==> config.mk <==
export PLATFORM = sky130hd
export DESIGN_NAME = sink_control
export DESIGN_NICKNAME = d
export VERILOG_FILES = /design/src/pkg/sink_ctrl_pkg.sv /design/src/design/hysteresis_flag.sv /design/src/design/sink_control.sv
export SDC_FILE = /design/constraint.sdc
export NUM_CORES = 1
export LEC_CHECK = 0
export ABC_CLOCK_PERIOD_IN_PS = 3250
export BUFFER_PORTS_ARGS = -buffer_cell sky130_fd_sc_hd__buf_2
export CORE_UTILIZATION = 59
export DETAILED_ROUTE_END_ITERATION = 6
export PLACE_DENSITY = 0.78
export SKIP_CTS_REPAIR_TIMING = 1
export SYNTH_ARGS = -nofsm -noshare
export SYNTH_HDL_FRONTEND = slang
export SYNTH_SLANG_ARGS = --single-unit
==> constraint.sdc <==
create_clock -name clk -period 3.25 [get_ports clk]
set_input_delay 0.65 -clock clk [delete_from_list [all_inputs] [get_ports clk]]
set_output_delay 0.65 -clock clk [all_outputs]
set_load 0.005 [all_outputs]
==> src/pkg/sink_ctrl_pkg.sv <==
`default_nettype none

package sink_ctrl_pkg;

   // Clock and timeouts. Cycle counts are derived from the times at the clock rate.
   localparam int CLK_HZ            = 10_000_000;
   localparam int CLK_MHZ           = CLK_HZ / 1_000_000;
   localparam int LATCH_TIMEOUT_US  = 500;
   localparam int OFF_TIMEOUT_US    = 500;
   localparam int TIMER_W           = 16;

   // The latch timeout is a longest time and the off timeout a least time; both come out whole here.
   localparam logic [TIMER_W-1:0] LATCH_CYCLES_DEF = TIMER_W'(LATCH_TIMEOUT_US * CLK_MHZ);
   localparam logic [TIMER_W-1:0] OFF_CYCLES_DEF   = TIMER_W'(OFF_TIMEOUT_US * CLK_MHZ);
   localparam logic [TIMER_W-1:0] TIMER_ONE        = 16'h0001;
   localparam logic [TIMER_W-1:0] TIMER_FULL       = 16'hffff;

   // Edge counting.
   localparam int                 CNT_W           = 5;
   localparam logic [CNT_W-1:0]   CNT_ZERO        = 5'h00;
   localparam logic [CNT_W-1:0]   CNT_ONE         = 5'h01;
   localparam logic [CNT_W-1:0]   CNT_MAX         = 5'h1f;
   localparam logic [CNT_W-1:0]   DATA_EDGE_MAX   = 5'h10;
   localparam logic [CNT_W-1:0]   ADDR_EDGE_FIRST = 5'h11;
   localparam logic [CNT_W-1:0]   ADDR_EDGE_LAST  = 5'h15;

   // Register addresses; the all-on address holds no data.
   localparam int         NUM_REGS               = 4;
   localparam int         REG_W                  = 4;
   localparam logic [2:0] OFS_BACKLIGHT_CURRENT  = 3'h0;
   localparam logic [2:0] OFS_AUX_CURRENT        = 3'h1;
   localparam logic [2:0] OFS_BACKLIGHT_ONOFF    = 3'h2;
   localparam logic [2:0] OFS_AUX_ONOFF          = 3'h3;
   localparam logic [2:0] OFS_ALL_ON             = 3'h4;
   localparam logic [2:0] ADDR_RESET             = 3'h0;
   localparam logic [REG_W-1:0] REG_RESET        = 4'h0;
   localparam logic [REG_W-1:0] DATA_ONE         = 4'h1;

   // Stored values are the data code minus one; these are the codes for every sink on.
   localparam logic [REG_W-1:0] ALL_ON_BACKLIGHT = 4'h3;
   localparam logic [REG_W-1:0] ALL_ON_AUX       = 4'h7;

   // Sink level in tenths of a percent of full scale, indexed by stored value.
   localparam int LEVEL_W = 10;
   localparam logic [15:0][LEVEL_W-1:0] LEVEL_TABLE = {
      10'h05a, 10'h069, 10'h078, 10'h087, 10'h096, 10'h0b4, 10'h0d2, 10'h104,
      10'h136, 10'h15e, 10'h1ae, 10'h1fe, 10'h258, 10'h2c6, 10'h348, 10'h3e8};
   localparam logic [LEVEL_W-1:0] LEVEL_RESET = 10'h3e8;

   typedef enum logic [1:0] {
      st_off = 2'b01,
      st_on  = 2'b10
   } power_state_type;

endpackage : sink_ctrl_pkg

`default_nettype wire

==> src/design/hysteresis_flag.sv <==
`timescale 1ns/10ps
`default_nettype none

module hysteresis_flag
(
   input  wire logic clk,
   input  wire logic reset,
   input  wire logic trip,
   input  wire logic release_ok,
   output var  logic flag
);

   typedef struct packed {
      logic flag;
   } hyst_state_type;

   hyst_state_type cur;
   hyst_state_type next;

   // A trip seen together with the release keeps the flag set, so no fault is lost.
   always_comb
   begin
      next = cur;
      if (trip)
      begin
         next.flag = 1'b1;
      end
      else if (release_ok)
      begin
         next.flag = 1'b0;
      end
   end

   always_ff @(posedge clk)
   begin
      if (reset)
      begin
         cur <= '0;
      end
      else
      begin
         cur <= next;
      end
   end

   assign flag = cur.flag;

endmodule : hysteresis_flag

`default_nettype wire

==> src/design/sink_control.sv <==
`timescale 1ns/10ps
`default_nettype none

// Function
// - Count rising pin edges; commit the count after the pin stays high for the latch timeout.
// - A committed count of seventeen to twenty-one selects an address; sixteen or fewer is data.
// - Counts 17 to 21 select addresses 0 to 4 in table order.
// - Each data register holds four bits; data is one to sixteen edges.
// - Data bursts of one up to sixteen edges are all accepted, except while the all-on address is selected.
// - A latched address stays selected for further data-only bursts.
// - Pin low beyond the off timeout enters shutdown, stopping sinks and converter.
// - Shutdown clears the selected address and all data registers to zero.
// - Current codes 1 to 16 give sixteen falling levels, 100 to 9.0 percent.
// - Backlight on/off: 1 both off, 2 second only, 3 first only, 4 both.
// - Aux on/off: code minus one is the binary enable pattern, sink one MSB.
// - Selecting the all-on address enables all five sinks without data.
// - Input disconnect switch closes only with valid supply after the pin went high.
// - Undervoltage lockout blocks soft start and all operation.
// - Stop switching while current limit is exceeded; resume once below.
// - Over-temperature disables both power switches; recovers below the hysteresis point.
// - Over-voltage halts switching until the sense drops below the lower threshold.

module sink_control
   import sink_ctrl_pkg::*;
#(
   parameter logic [TIMER_W-1:0] LATCH_CYCLES = LATCH_CYCLES_DEF,
   parameter logic [TIMER_W-1:0] OFF_CYCLES   = OFF_CYCLES_DEF
)
(
   input  wire logic               clk,
   input  wire logic               reset,
   input  wire logic               ctrl_pin,
   input  wire logic               supply_valid,
   input  wire logic               current_limit_exceeded,
   input  wire logic               overtemp_trip,
   input  wire logic               overtemp_cool,
   input  wire logic               overvoltage_above_upper,
   input  wire logic               overvoltage_below_lower,
   output var  logic               backlight_sink_one,
   output var  logic               backlight_sink_two,
   output var  logic               aux_sink_one,
   output var  logic               aux_sink_two,
   output var  logic               aux_sink_three,
   output var  logic [LEVEL_W-1:0] backlight_level,
   output var  logic [LEVEL_W-1:0] aux_level,
   output var  logic               disconnect_switch_on,
   output var  logic               soft_start_enable,
   output var  logic               power_switch_enable,
   output var  logic               shutdown_mode
);

   localparam logic [TIMER_W-1:0] LATCH_LAST = LATCH_CYCLES - TIMER_ONE;
   localparam logic [TIMER_W-1:0] OFF_LAST   = OFF_CYCLES - TIMER_ONE;

   typedef struct packed {
      power_state_type                   state;
      logic                              pin_q;
      logic [TIMER_W-1:0]                timer;
      logic [CNT_W-1:0]                  count;
      logic [2:0]                        addr;
      logic [NUM_REGS-1:0][REG_W-1:0]    regs;
      logic                              bl_one;
      logic                              bl_two;
      logic                              aux_one;
      logic                              aux_two;
      logic                              aux_three;
      logic [LEVEL_W-1:0]                bl_level;
      logic [LEVEL_W-1:0]                aux_lvl;
      logic                              disconnect;
      logic                              soft_start;
      logic                              switching;
      logic                              shutdown;
   } control_state_type;

   control_state_type cur;
   control_state_type next;

   logic overtemp_flag;
   logic overvoltage_flag;
   logic pin_edge;
   logic pin_rise;
   logic commit;
   logic off_timeout;
   logic active;

   // Maps a stored current code to the sink level in tenths of a percent.
   function automatic logic [LEVEL_W-1:0] level_of(input logic [REG_W-1:0] code);
      begin
         level_of = LEVEL_TABLE[code];
      end
   endfunction : level_of

   // Tells whether a committed count lies in the address range.
   function automatic logic is_address(input logic [CNT_W-1:0] cnt);
      begin
         is_address = (cnt >= ADDR_EDGE_FIRST) && (cnt <= ADDR_EDGE_LAST);
      end
   endfunction : is_address

   // Thermal fault with hysteresis: trip at the high point, release at the cool point.
   hysteresis_flag overtemp_hyst
   (
      .clk        (clk),
      .reset      (reset),
      .trip       (overtemp_trip),
      .release_ok (overtemp_cool),
      .flag       (overtemp_flag)
   );

   // Over-voltage with hysteresis between the upper and lower sense thresholds.
   hysteresis_flag overvoltage_hyst
   (
      .clk        (clk),
      .reset      (reset),
      .trip       (overvoltage_above_upper),
      .release_ok (overvoltage_below_lower),
      .flag       (overvoltage_flag)
   );

   always_comb
   begin
      next        = cur;
      pin_edge    = ctrl_pin != cur.pin_q;
      pin_rise    = ctrl_pin && !cur.pin_q;
      commit      = 1'b0;
      off_timeout = 1'b0;
      active      = 1'b0;

      next.pin_q = ctrl_pin;

      // The timer restarts on either edge and saturates, so a long idle never wraps.
      if (pin_edge)
      begin
         next.timer = '0;
      end
      else if (cur.timer != TIMER_FULL)
      begin
         next.timer = cur.timer + TIMER_ONE;
      end

      unique case (cur.state)
         st_off:
         begin
            // Only a rising edge with a good supply wakes the part; that edge is counted.
            if (supply_valid && pin_rise)
            begin
               next.state = st_on;
               next.count = CNT_ONE;
            end
         end
         st_on:
         begin
            off_timeout = !cur.pin_q && !pin_edge && (cur.timer == OFF_LAST);
            commit      = cur.pin_q && !pin_edge && (cur.timer == LATCH_LAST) && (cur.count != CNT_ZERO);

            if (!supply_valid || off_timeout)
            begin
               next.state = st_off;
               next.count = CNT_ZERO;
               next.addr  = ADDR_RESET;
               next.regs  = '0;
            end
            else if (pin_rise)
            begin
               // The count saturates so that a very long burst still reads as out of range.
               if (cur.count != CNT_MAX)
               begin
                  next.count = cur.count + CNT_ONE;
               end
            end
            else if (commit)
            begin
               next.count = CNT_ZERO;
               if (is_address(cur.count))
               begin
                  next.addr = 3'(cur.count - ADDR_EDGE_FIRST);
                  if (next.addr == OFS_ALL_ON)
                  begin
                     next.regs[OFS_BACKLIGHT_ONOFF] = ALL_ON_BACKLIGHT;
                     next.regs[OFS_AUX_ONOFF]       = ALL_ON_AUX;
                  end
               end
               else if (cur.count <= DATA_EDGE_MAX)
               begin
                  // Data lands in the address still selected; the all-on address has no store.
                  if (cur.addr != OFS_ALL_ON)
                  begin
                     next.regs[cur.addr] = REG_W'(cur.count) - DATA_ONE;
                  end
               end
               // Counts above the last address fall through and change nothing.
            end
         end
      endcase

      active = (next.state == st_on) && supply_valid;

      // Backlight pair: stored bit one drives the first sink, bit zero the second.
      next.bl_one = active && next.regs[OFS_BACKLIGHT_ONOFF][1];
      next.bl_two = active && next.regs[OFS_BACKLIGHT_ONOFF][0];

      // Aux trio: stored value is the binary enable pattern, first sink most significant.
      next.aux_one   = active && next.regs[OFS_AUX_ONOFF][2];
      next.aux_two   = active && next.regs[OFS_AUX_ONOFF][1];
      next.aux_three = active && next.regs[OFS_AUX_ONOFF][0];

      next.bl_level = level_of(next.regs[OFS_BACKLIGHT_CURRENT]);
      next.aux_lvl  = level_of(next.regs[OFS_AUX_CURRENT]);

      // Both power switches open on a thermal fault; the low-side one also on limit or over-voltage.
      next.disconnect = active && !overtemp_flag;
      next.soft_start = active;
      next.switching  = active && !overtemp_flag && !overvoltage_flag
                        && !current_limit_exceeded;
      next.shutdown   = !active;
   end

   always_ff @(posedge clk)
   begin
      if (reset)
      begin
         cur          <= '0;
         cur.state    <= st_off;
         // The pin rests high between bursts, so a pin held high across reset must not count as a rising edge.
         cur.pin_q    <= 1'b1;
         cur.bl_level <= LEVEL_RESET;
         cur.aux_lvl  <= LEVEL_RESET;
         cur.shutdown <= 1'b1;
      end
      else
      begin
         cur <= next;
      end
   end

   assign backlight_sink_one   = cur.bl_one;
   assign backlight_sink_two   = cur.bl_two;
   assign aux_sink_one         = cur.aux_one;
   assign aux_sink_two         = cur.aux_two;
   assign aux_sink_three       = cur.aux_three;
   assign backlight_level      = cur.bl_level;
   assign aux_level            = cur.aux_lvl;
   assign disconnect_switch_on = cur.disconnect;
   assign soft_start_enable    = cur.soft_start;
   assign power_switch_enable  = cur.switching;
   assign shutdown_mode        = cur.shutdown;

endmodule : sink_control

`default_nettype wire

==> metrics.txt, run 1 <==
worst setup path start cur[48]$_SDFFE_PP0P_; Hold Crit Depth 1; CP required 3.53 ns; 1st-iter DRT viols 188; Num Clock Sinks 71; Ports 38; status finished clean; routed via count 2972; share of power burned in registers 0.535; P_leak 0.001572 uW; cell area after synthesis 0.003706 mm2; final worst path period share 0.9305; pin count of the biggest net entering global routing 32; RR Startpoint cur[48]$_SDFFE_PP0P_; # DRC 0; Synth area leaders dfxtp_1, ha_1, nor2_1, buf_4, a21oi_1; FFs w/ async S/R, synth 0; syn avg cell area 8.973 um2; Seq. cell area 0.001424 mm2; Clock Power Share 0.409; Vias/cell 5.850; Comb power frac 0.056; most frequent cells in the layout dfxtp_1, nor2_1, buf_2, a21oi_1, inv_1; Power Internal 1296 uW; area leader, netlist dfxtp_1; Slew HR 0.5587; Max Cap Viol 0; Worst-Margin Slew 0.6619 ns; Worst R2R End aux_level[4]$_SDFF_PP0_; Reg clk slew, reported paths 0.06 ns; antenna violations before repair 0; Die ar. 0.006602 mm2; synthesis-to-finish area growth 7.968%; Num CTS Buffers 9; ratio of cells with drive above 1 in the final layout 0.2079; Hold WC Path Type flop to flop; Finished Core Util 0.6679; PwrDens 413.1 mW/mm2; final slew viol count 0; DRT Wirelength 7.236 mm; RSZ-0062 raised after global routing false; Core Rows 28; WP data arrival 3.30 ns; Die Ht 81.26 um; crit-path cells inv_1 > ha_1 > or3b_1 > o2111ai_2 > nor4_4 > nand3_4 > o2bb2ai_4 > inv_2 > ha_1 > o32a_1 > a21oi_2; crit path time final 3.024 ns; R2R Setup Slk 0.23 ns; worst setup path endpoint aux_level[4]$_SDFF_PP0_; Clock Tree Root clkbuf_8; dpl cells 495; R2R depth 11; EDFF count, synth 0; final std cells w/o fill 508; ANT nets after route 0; #FFs+latches synth 71; switch share 0.2158; Yosys warnings 0; Critical Path Slowest Stage Cell nor4_4; Starting Density 0.6186; Mapped Cells 413; crit-path max cell delay 0.43 ns; CP dominant cell by count ha_1; P_sw 356.6 uW; Synth top area share 0.3835; I/O Buffers 37; Syn Nets 442; first drt pass iteration count 4; Nets 460; register area share after synthesis 0.3835; H-tree levels 3; Max VDD drop 0.0002565 V; detailed placer's ending HPWL 5.210 mm; Die Wd 81.26 um; Core Box Area 0.005991 mm2; Final Hold Viols 0; Crit Path Category flop to flop; post-synth cell types 70; Worst Path Max Fanout 9; GP Congestion 0.8685; ANT cells 0; CTS tree yes; Setup-failing EPs final 0; Fill cells 474; Routed WL per cell 14.24 um; Setup crit end kind flop; Max Buffers Root-to-Sink 2; crit start category flop; commonest non-fill, non-tap cell in the layout dfxtp_1; Worst-Skew Late Latency 0.35 ns; worst hold start overvoltage_hyst.flag$_SDFFE_PP0P_; first-pass GRT wire length 12.09 mm; Main synth FF type dfxtp_1; Tot GR Track Use 0.2419; Clock Skew 0.006359 ns; Multi-input gate area 0.001959 mm2; setup TNS 0 ns; Max Freq 330.7 MHz; vias in the first global route 2654; Remaining Overflow, GRT 0
[logic make-up after synthesis]
kind of cell | synth area share
muxes | 0.01924
DFF | 0.3835
adders and majority gates | 0.06752
buffers and inverters | 0.09183
xor gates and xnor gates | 0.02836
AOI/OAI and AO/OA | 0.2046
and+or+nand+nor | 0.2049
[critical path, delay by kind of cell, from the launching register on]
family                   cells  cell delay [ns]
buffers and inverters        2             0.26
adder cells (fa/ha/maj)      2             0.49
flip-flops                   1             0.42
AO/OA/AOI/OAI                4             0.94
AND/OR/NAND/NOR              3             0.84
[area by class of cell]
cell class	instances	area share
clock buffer	12	0.03877
sequential	71	0.3558
inverter	25	0.02345
multi-input combinational	279	0.4897
clock inverter	1	0.007505
tap	75	0.02345
timing repair buffer	45	0.06129
[flip-flops by register name (all words and copies together), names as in the netlist]
register	flops
shutdown_mode	1
power_switch_enable	1
aux_level	10
cur	40
aux_sink_one	1
aux_sink_three	1
overvoltage_hyst.flag	1
disconnect_switch_on	1
backlight_sink_two	1
backlight_level	10
aux_sink_two	1
backlight_sink_one	1
soft_start_enable	1
overtemp_hyst.flag	1
[worst min-delay path by stage]
stage | endpoint | slack [ns]
finish | power_switch_enable$_SDFF_PP0_ | 0.43
global route | power_switch_enable$_SDFF_PP0_ | 0.44
CTS | power_switch_enable$_SDFF_PP0_ | 0.43
detailed placement | power_switch_enable$_SDFF_PP0_ | 0.42
global placement | power_switch_enable$_SDFF_PP0_ | 0.41
floorplan | power_switch_enable$_SDFF_PP0_ | 0.40
[synthesized netlist by cell type (all sizes together), types with 2 or more instances]
master,count
and4b,2
and2,2
nand3,11
o2111ai,2
o311ai,2
o32a,2
a211oi,4
o21a,4
nand2,21
nor2b,3
a311oi,3
o2bb2ai,3
nand2b,5
o221a,2
o221ai,3
dfxtp,71
a21oi,25
a22oi,2
or3,5
o21ai,22
and3,5
buf,28
clkbuf,10
or4,3
xor2,6
o211ai,5
nor2,58
nand4,7
nor3b,2
inv,25
or2,2
xnor2,6
a221o,2
nor4,5
a2bb2oi,6
mux2i,6
ha,20
nor3,10
[metal layers]
layer  vias up  share of wire  track usage
met5         -              0            0
met4         0          0.018       0.1232
met3        11          0.058      0.06180
met2        93           0.44       0.3605
met1      1382           0.48       0.3209
li1       1486              -            -
[per-stage QoR]
| stage | hold WS, ns | worst slack (ns) | total power [uW] | area [um2] |
|---|---|---|---|---|
| global placement | 0.4114 | 0.2732 | 992.1 | 3799 |
| CTS | 0.4301 | 0.1380 | 1669 | 3984 |
| global route | 0.4437 | 0.01867 | 1719 | 4001 |
| finish | 0.4260 | 0.2260 | 1653 | 4001 |
| floorplan | 0.3973 | 0.3699 | 968.4 | 3706 |
| detailed placement | 0.4203 | 0.1628 | 994.8 | 3799 |
[power by group through the flow]
stage	sequential (uW)	combinational (uW)	clock (uW)
finish	884	92.3	676
global route	885	103	731
CTS	884	91.6	693
detailed placement	904	91.1	0
global placement	903	89.1	0
floorplan	901	67.1	0
No activity file was read; power rests on OpenSTA's default activity.
==> run 2, diff against run 1 <==
--- a/config.mk
+++ b/config.mk
@@ -7,6 +7,7 @@
 export LEC_CHECK = 0
 export ABC_CLOCK_PERIOD_IN_PS = 3250
 export BUFFER_PORTS_ARGS = -buffer_cell sky130_fd_sc_hd__buf_2
+export CORE_ASPECT_RATIO = 0.6
 export CORE_UTILIZATION = 59
 export DETAILED_ROUTE_END_ITERATION = 6
 export PLACE_DENSITY = 0.78
==> metrics.txt, run 2 (synthesis gave the netlist of run 1 again) <==
status finished clean (unchanged); 1st-iter DRT viols 249 (was 188); P_leak 0.001590 uW (was 0.001572 uW); Worst Hold End power_switch_enable$_SDFF_PP0_ (unchanged); dpl ws 0.1049 ns (was 0.1628 ns); Reg with most FFs cur (unchanged); RR Startpoint cur[49]$_SDFFE_PP0P_ (was cur[48]$_SDFFE_PP0P_); antenna violations before repair 0 (unchanged); dpl cell area 0.003827 mm2 (was 0.003799 mm2); ANT cells 0 (unchanged); WP data arrival 3.30 ns (about the same); Slew HR 0.5230 (was 0.5587); Clock Tree Root clkbuf_8 (unchanged); Hold WC Path Type flop to flop (unchanged); final slew viol count 0 (unchanged); PwrDens 394.1 mW/mm2 (was 413.1 mW/mm2); commonest non-fill, non-tap cell in the layout dfxtp_1 (unchanged); Die Ht 63.39 um (was 81.26 um); pin count of the biggest net entering global routing 31 (was 32); Setup crit end kind flop (unchanged); Worst R2R End aux_level[7]$_SDFF_PP1_ (was aux_level[4]$_SDFF_PP0_); Setup-failing EPs final 0 (unchanged); first drt pass iteration count 5 (was 4); synthesis-to-finish area growth 8.879% (was 7.968%); most frequent cells in the layout dfxtp_1, nor2_1, buf_2, a21oi_1, inv_1 (unchanged); Hold Crit Depth 1 (unchanged); Max Freq 327.0 MHz (was 330.7 MHz); ratio of cells with drive above 1 in the final layout 0.2205 (was 0.2079); R2R depth 12 (was 11); DRT Wirelength 8.011 mm (was 7.236 mm); routed via count 3041 (was 2972); Routed WL per cell 15.41 um (was 14.24 um); Crit Path Category flop to flop (unchanged); detailed placer's ending HPWL 5.636 mm (was 5.210 mm); Max Cap Viol 0 (unchanged); final worst path period share 0.9409 (was 0.9305); Clock Skew 0.008008 ns (was 0.006359 ns); I/O Buffers 37 (unchanged); CP required 3.49 ns (was 3.53 ns); CTS tree yes (unchanged); Fill cells 446 (was 474); Num Clock Sinks 71 (unchanged); Vias/cell 5.848 (was 5.850); Max Buffers Root-to-Sink 2 (unchanged); Starting Density 0.6382 (was 0.6186); Core Rows 21 (was 28); H-tree levels 3 (unchanged); Ports 38 (unchanged); Reg clk slew, reported paths 0.07 ns (was 0.06 ns); crit start category flop (unchanged); fin area 0.004035 mm2 (was 0.004001 mm2); Die Wd 104.3 um (was 81.26 um); final worst slack 0.1919 ns (was 0.2260 ns); Num CTS Buffers 9 (unchanged); Max VDD drop 0.0002054 V (was 0.0002565 V); Worst-Skew Late Latency 0.35 ns (about the same); first-pass GRT wire length 13.13 mm (was 12.09 mm); vias in the first global route 2742 (was 2654); # DRC 0 (unchanged); Worst Path Max Fanout 7 (was 9); Worst-Margin Slew 0.7107 ns (was 0.6619 ns); Nets 465 (was 460); R2R Setup Slk 0.19 ns (was 0.23 ns); crit path time final 3.058 ns (was 3.024 ns); Final Hold Viols 0 (unchanged); worst hold start overvoltage_hyst.flag$_SDFFE_PP0P_ (unchanged); GP Congestion 0.8970 (was 0.8685); Remaining Overflow, GRT 0 (unchanged); Core Box Area 0.005807 mm2 (was 0.005991 mm2); Tot GR Track Use 0.2532 (was 0.2419); ANT nets after route 0 (unchanged); max reg flops 40 (unchanged); power after layout 1590 uW (was 1653 uW); Die ar. 0.006613 mm2 (was 0.006602 mm2)
[run 2: worst max-delay path, stage by stage (launching register included)]
cell and delay, ns:
dfxtp_2 0.40, inv_1 0.11, ha_1 0.20, or4_4 0.42, o2111a_4 0.20, nor4_4 0.41, nand3_4 0.19, o2bb2ai_4 0.22
inv_2 0.10, ha_1 0.21, nand2_1 0.06, o21ai_0 0.08, a221o_1 0.34
[run 2: layout make-up]
type / instances / area [um2] / area share
sequential: 71 / 1424 / 0.3529
clock inverter: 4 / 22.52 / 0.005581
multi-input combinational: 279 / 1971 / 0.4884
tap: 80 / 100.1 / 0.02481
clock buffer: 11 / 141.4 / 0.03504
timing repair buffer: 50 / 282.8 / 0.07008
inverter: 25 / 93.84 / 0.02326
[run 2: worst max-delay path by stage]
stage | end | slack (ns) | cells after the start | startpoint
2_1_floorplan | aux_level[7]$_SDFF_PP1_ | 0.37 | 12 | cur[49]$_SDFFE_PP0P_
3_3_place_gp | aux_level[7]$_SDFF_PP1_ | 0.24 | 12 | cur[49]$_SDFFE_PP0P_
3_5_place_dp | aux_level[7]$_SDFF_PP1_ | 0.10 | 12 | cur[49]$_SDFFE_PP0P_
4_1_cts | aux_level[7]$_SDFF_PP1_ | 0.08 | 12 | cur[49]$_SDFFE_PP0P_
5_1_grt | aux_level[7]$_SDFF_PP1_ | -0.006 | 12 | cur[49]$_SDFFE_PP0P_
6_report | aux_level[7]$_SDFF_PP1_ | 0.19 | 12 | cur[49]$_SDFFE_PP0P_
[run 2: stage by stage]
step,utilization,hold WS [ns],std cells,setup TNS (ns)
finish,0.6949,0.4237,520,0
global route,0.6949,0.4400,520,-0.006405
CTS,0.6874,0.4292,518,0
detailed placement,0.6591,0.4191,503,0
global placement,0.6591,0.4064,503,0
floorplan,-,0.3973,413,0
[run 2: routing by layer]
layer	up-vias	track usage	wire length [um]
li1	1489	-	-
met1	1404	0.3637	3981
met2	139	0.3551	3282
met3	9	0.07557	669
met4	0	0.08929	78
met5	-	0	0
[run 2: report_power, final]
part / internal (uW) / switching (uW) / leakage [uW] / total (uW)
Clock: 289 / 321 / 0.0000850 / 610
Sequential: 877 / 7.95 / 0.000575 / 885
Combinational: 36.4 / 59.1 / 0.000930 / 95.5
Total: 1200 / 388 / 0.00159 / 1590
==> run 3, diff against run 2 <==
--- a/config.mk
+++ b/config.mk
@@ -5,12 +5,12 @@
 export SDC_FILE = /design/constraint.sdc
 export NUM_CORES = 1
 export LEC_CHECK = 0
-export ABC_CLOCK_PERIOD_IN_PS = 3250
+export ABC_CLOCK_PERIOD_IN_PS = 3600
 export BUFFER_PORTS_ARGS = -buffer_cell sky130_fd_sc_hd__buf_2
 export CORE_ASPECT_RATIO = 0.6
-export CORE_UTILIZATION = 59
+export CORE_UTILIZATION = 63
 export DETAILED_ROUTE_END_ITERATION = 6
-export PLACE_DENSITY = 0.78
+export PLACE_DENSITY = 0.82
 export SKIP_CTS_REPAIR_TIMING = 1
 export SYNTH_ARGS = -nofsm -noshare
 export SYNTH_HDL_FRONTEND = slang
==> constraint.sdc (replaced) <==
create_clock -name clk -period 3.6 [get_ports clk]
set_input_delay 0.72 -clock clk [delete_from_list [all_inputs] [get_ports clk]]
set_output_delay 0.72 -clock clk [all_outputs]
set_load 0.005 [all_outputs]
==> metrics.txt, run 3 (synthesis gave the netlist of run 1 again) <==
CP required 3.84 ns (was 3.49 ns); vias in the first global route 2595 (was 2742); Clock Skew 0.007670 ns (was 0.008008 ns); Ports 38 (unchanged); Crit Path Category flop to flop (unchanged); Routed WL per cell 14.29 um (was 15.41 um); Clock Tree Root clkbuf_8 (unchanged); Tot GR Track Use 0.2573 (was 0.2532); Worst-Margin Slew 0.6854 ns (was 0.7107 ns); final worst path period share 0.8947 (was 0.9409); CP top delay family compound AO/OA/AOI/OAI gates (was simple AND/OR/NAND/NOR gates); Reg clk slew, reported paths 0.07 ns (about the same); Hold WC Path Type flop to flop (unchanged); R2R Setup Slk 0.38 ns (was 0.19 ns); Worst Path Max Fanout 13 (was 7); max reg flops 40 (unchanged); 1st-iter DRT viols 130 (was 249); power after layout 1493 uW (was 1590 uW); WP data arrival 3.46 ns (was 3.30 ns); Nets 458 (was 465); Max VDD drop 0.0002627 V (was 0.0002054 V); Remaining Overflow, GRT 0 (unchanged); crit-path max cell delay 0.67 ns (was 0.42 ns); status finished clean (unchanged); Slew HR 0.5431 (was 0.5230); commonest non-fill, non-tap cell in the layout dfxtp_1 (unchanged); # DRC 0 (unchanged); CTS tree yes (unchanged); Reg with most FFs cur (unchanged); pin count of the biggest net entering global routing 32 (was 31); Vias/cell 5.709 (was 5.848); PwrDens 375.6 mW/mm2 (was 394.1 mW/mm2); CP bufs+invs 1 (was 2); Max Buffers Root-to-Sink 2 (unchanged); dpl ws 0.4338 ns (was 0.1049 ns); Setup crit end kind flop (unchanged); synthesis-to-finish area growth 7.259% (was 8.879%); final slew viol count 0 (unchanged); Starting Density 0.6591 (was 0.6382); Final Hold Viols 0 (unchanged); Max Freq 310.5 MHz (was 327.0 MHz); Seq. cell area 0.001421 mm2 (was 0.001424 mm2); Die Wd 101.0 um (was 104.3 um); Fill cells 450 (was 446); setup TNS 0 ns (unchanged); fin area 0.003975 mm2 (was 0.004035 mm2); antenna violations before repair 0 (unchanged); crit start category flop (unchanged); GP Congestion 0.8562 (was 0.8970); Multi-input gate area 0.001944 mm2 (was 0.001971 mm2); Setup-failing EPs final 0 (unchanged); Num Clock Sinks 71 (unchanged); Max Cap Viol 0 (unchanged); RR Startpoint cur[48]$_SDFFE_PP0P_ (was cur[49]$_SDFFE_PP0P_); Num CTS Buffers 9 (unchanged); H-tree levels 3 (unchanged); crit-path cells inv_1 > ha_1 > nor3b_1 > o211ai_1 > nor4_4 > o21ai_2 > nand2_1 > o21a_4 > ha_1 > nand2_1 > o21ai_0 > a221o_1 (was inv_1 > ha_1 > or4_4 > o2111a_4 > nor4_4 > nand3_4 > o2bb2ai_4 > inv_2 > ha_1 > nand2_1 > o21ai_0 > a221o_1); first-pass GRT wire length 12.07 mm (was 13.13 mm); ANT cells 0 (unchanged); routed via count 2923 (was 3041); worst setup path start cur[48]$_SDFFE_PP0P_ (was cur[49]$_SDFFE_PP0P_); Worst-Skew Late Latency 0.36 ns (was 0.35 ns); dpl cell area 0.003790 mm2 (was 0.003827 mm2); crit path time final 3.221 ns (was 3.058 ns); ratio of cells with drive above 1 in the final layout 0.2037 (was 0.2205); most frequent cells in the layout dfxtp_1, nor2_1, buf_2, a21oi_1, inv_1 (unchanged); I/O Buffers 37 (unchanged); Finished Core Util 0.7069 (was 0.6949); Core Rows 21 (unchanged); worst hold start overvoltage_hyst.flag$_SDFFE_PP0P_ (unchanged); Die Ht 61.41 um (was 63.39 um); P_leak 0.001557 uW (was 0.001590 uW); ANT nets after route 0 (unchanged); Core Box Area 0.005623 mm2 (was 0.005807 mm2); detailed placer's ending HPWL 5.253 mm (was 5.636 mm); Die ar. 0.006203 mm2 (was 0.006613 mm2); first drt pass iteration count 4 (was 5); DRT Wirelength 7.317 mm (was 8.011 mm); final worst slack 0.3790 ns (was 0.1919 ns); RSZ-0062 raised after global routing false; Critical Path Slowest Stage Cell dfxtp_1 (was or4_4)
run 3: final timing paths:
path | to | cells past startpoint
max reg2reg | aux_level[7]$_SDFF_PP1_ | 12
min reg2reg | power_switch_enable$_SDFF_PP0_ | 1
min | power_switch_enable$_SDFF_PP0_ | 1
max | aux_level[7]$_SDFF_PP1_ | 12
run 3: power by group:
part	switching (uW)	internal [uW]	total [uW]
Combinational	50.2	29.6	79.8
Sequential	8.25	791	800
Clock	285	328	614
Total	344	1150	1490
run 3: area by class of cell:
| class | count | share of cell area |
|---|---|---|
| sequential | 71 | 0.3576 |
| multi-input combinational | 279 | 0.4891 |
| timing repair buffer | 43 | 0.05792 |
| clock inverter | 4 | 0.01196 |
| tap | 80 | 0.02518 |
| inverter | 25 | 0.02361 |
| clock buffer | 10 | 0.03462 |
run 3: stage by stage:
step / instances / hold WS (ns)
2_1_floorplan: 413 / 0.3973
3_5_place_dp: 498 / 0.4174
5_1_grt: 512 / 0.4605
3_3_place_gp: 498 / 0.4062
6_report: 512 / 0.4246
4_1_cts: 512 / 0.4273
run 3: per-layer routing:
metal | vias up | GRT usage | share of wire
met4 | 0 | 0.1180 | 0.018
met5 | - | 0 | 0
met1 | 1327 | 0.3492 | 0.50
met3 | 14 | 0.07605 | 0.072
li1 | 1469 | - | -
met2 | 113 | 0.3836 | 0.41
run 3: worst reg2reg max path, stage by stage, from the launching register on:
cell      delay [ns]
dfxtp_1         0.67
inv_1           0.22
ha_1            0.25
nor3b_1         0.16
o211ai_1        0.32
nor4_4          0.10
o21ai_2         0.37
nand2_1         0.15
o21a_4          0.17
ha_1            0.22
nand2_1         0.05
o21ai_0         0.07
a221o_1         0.34
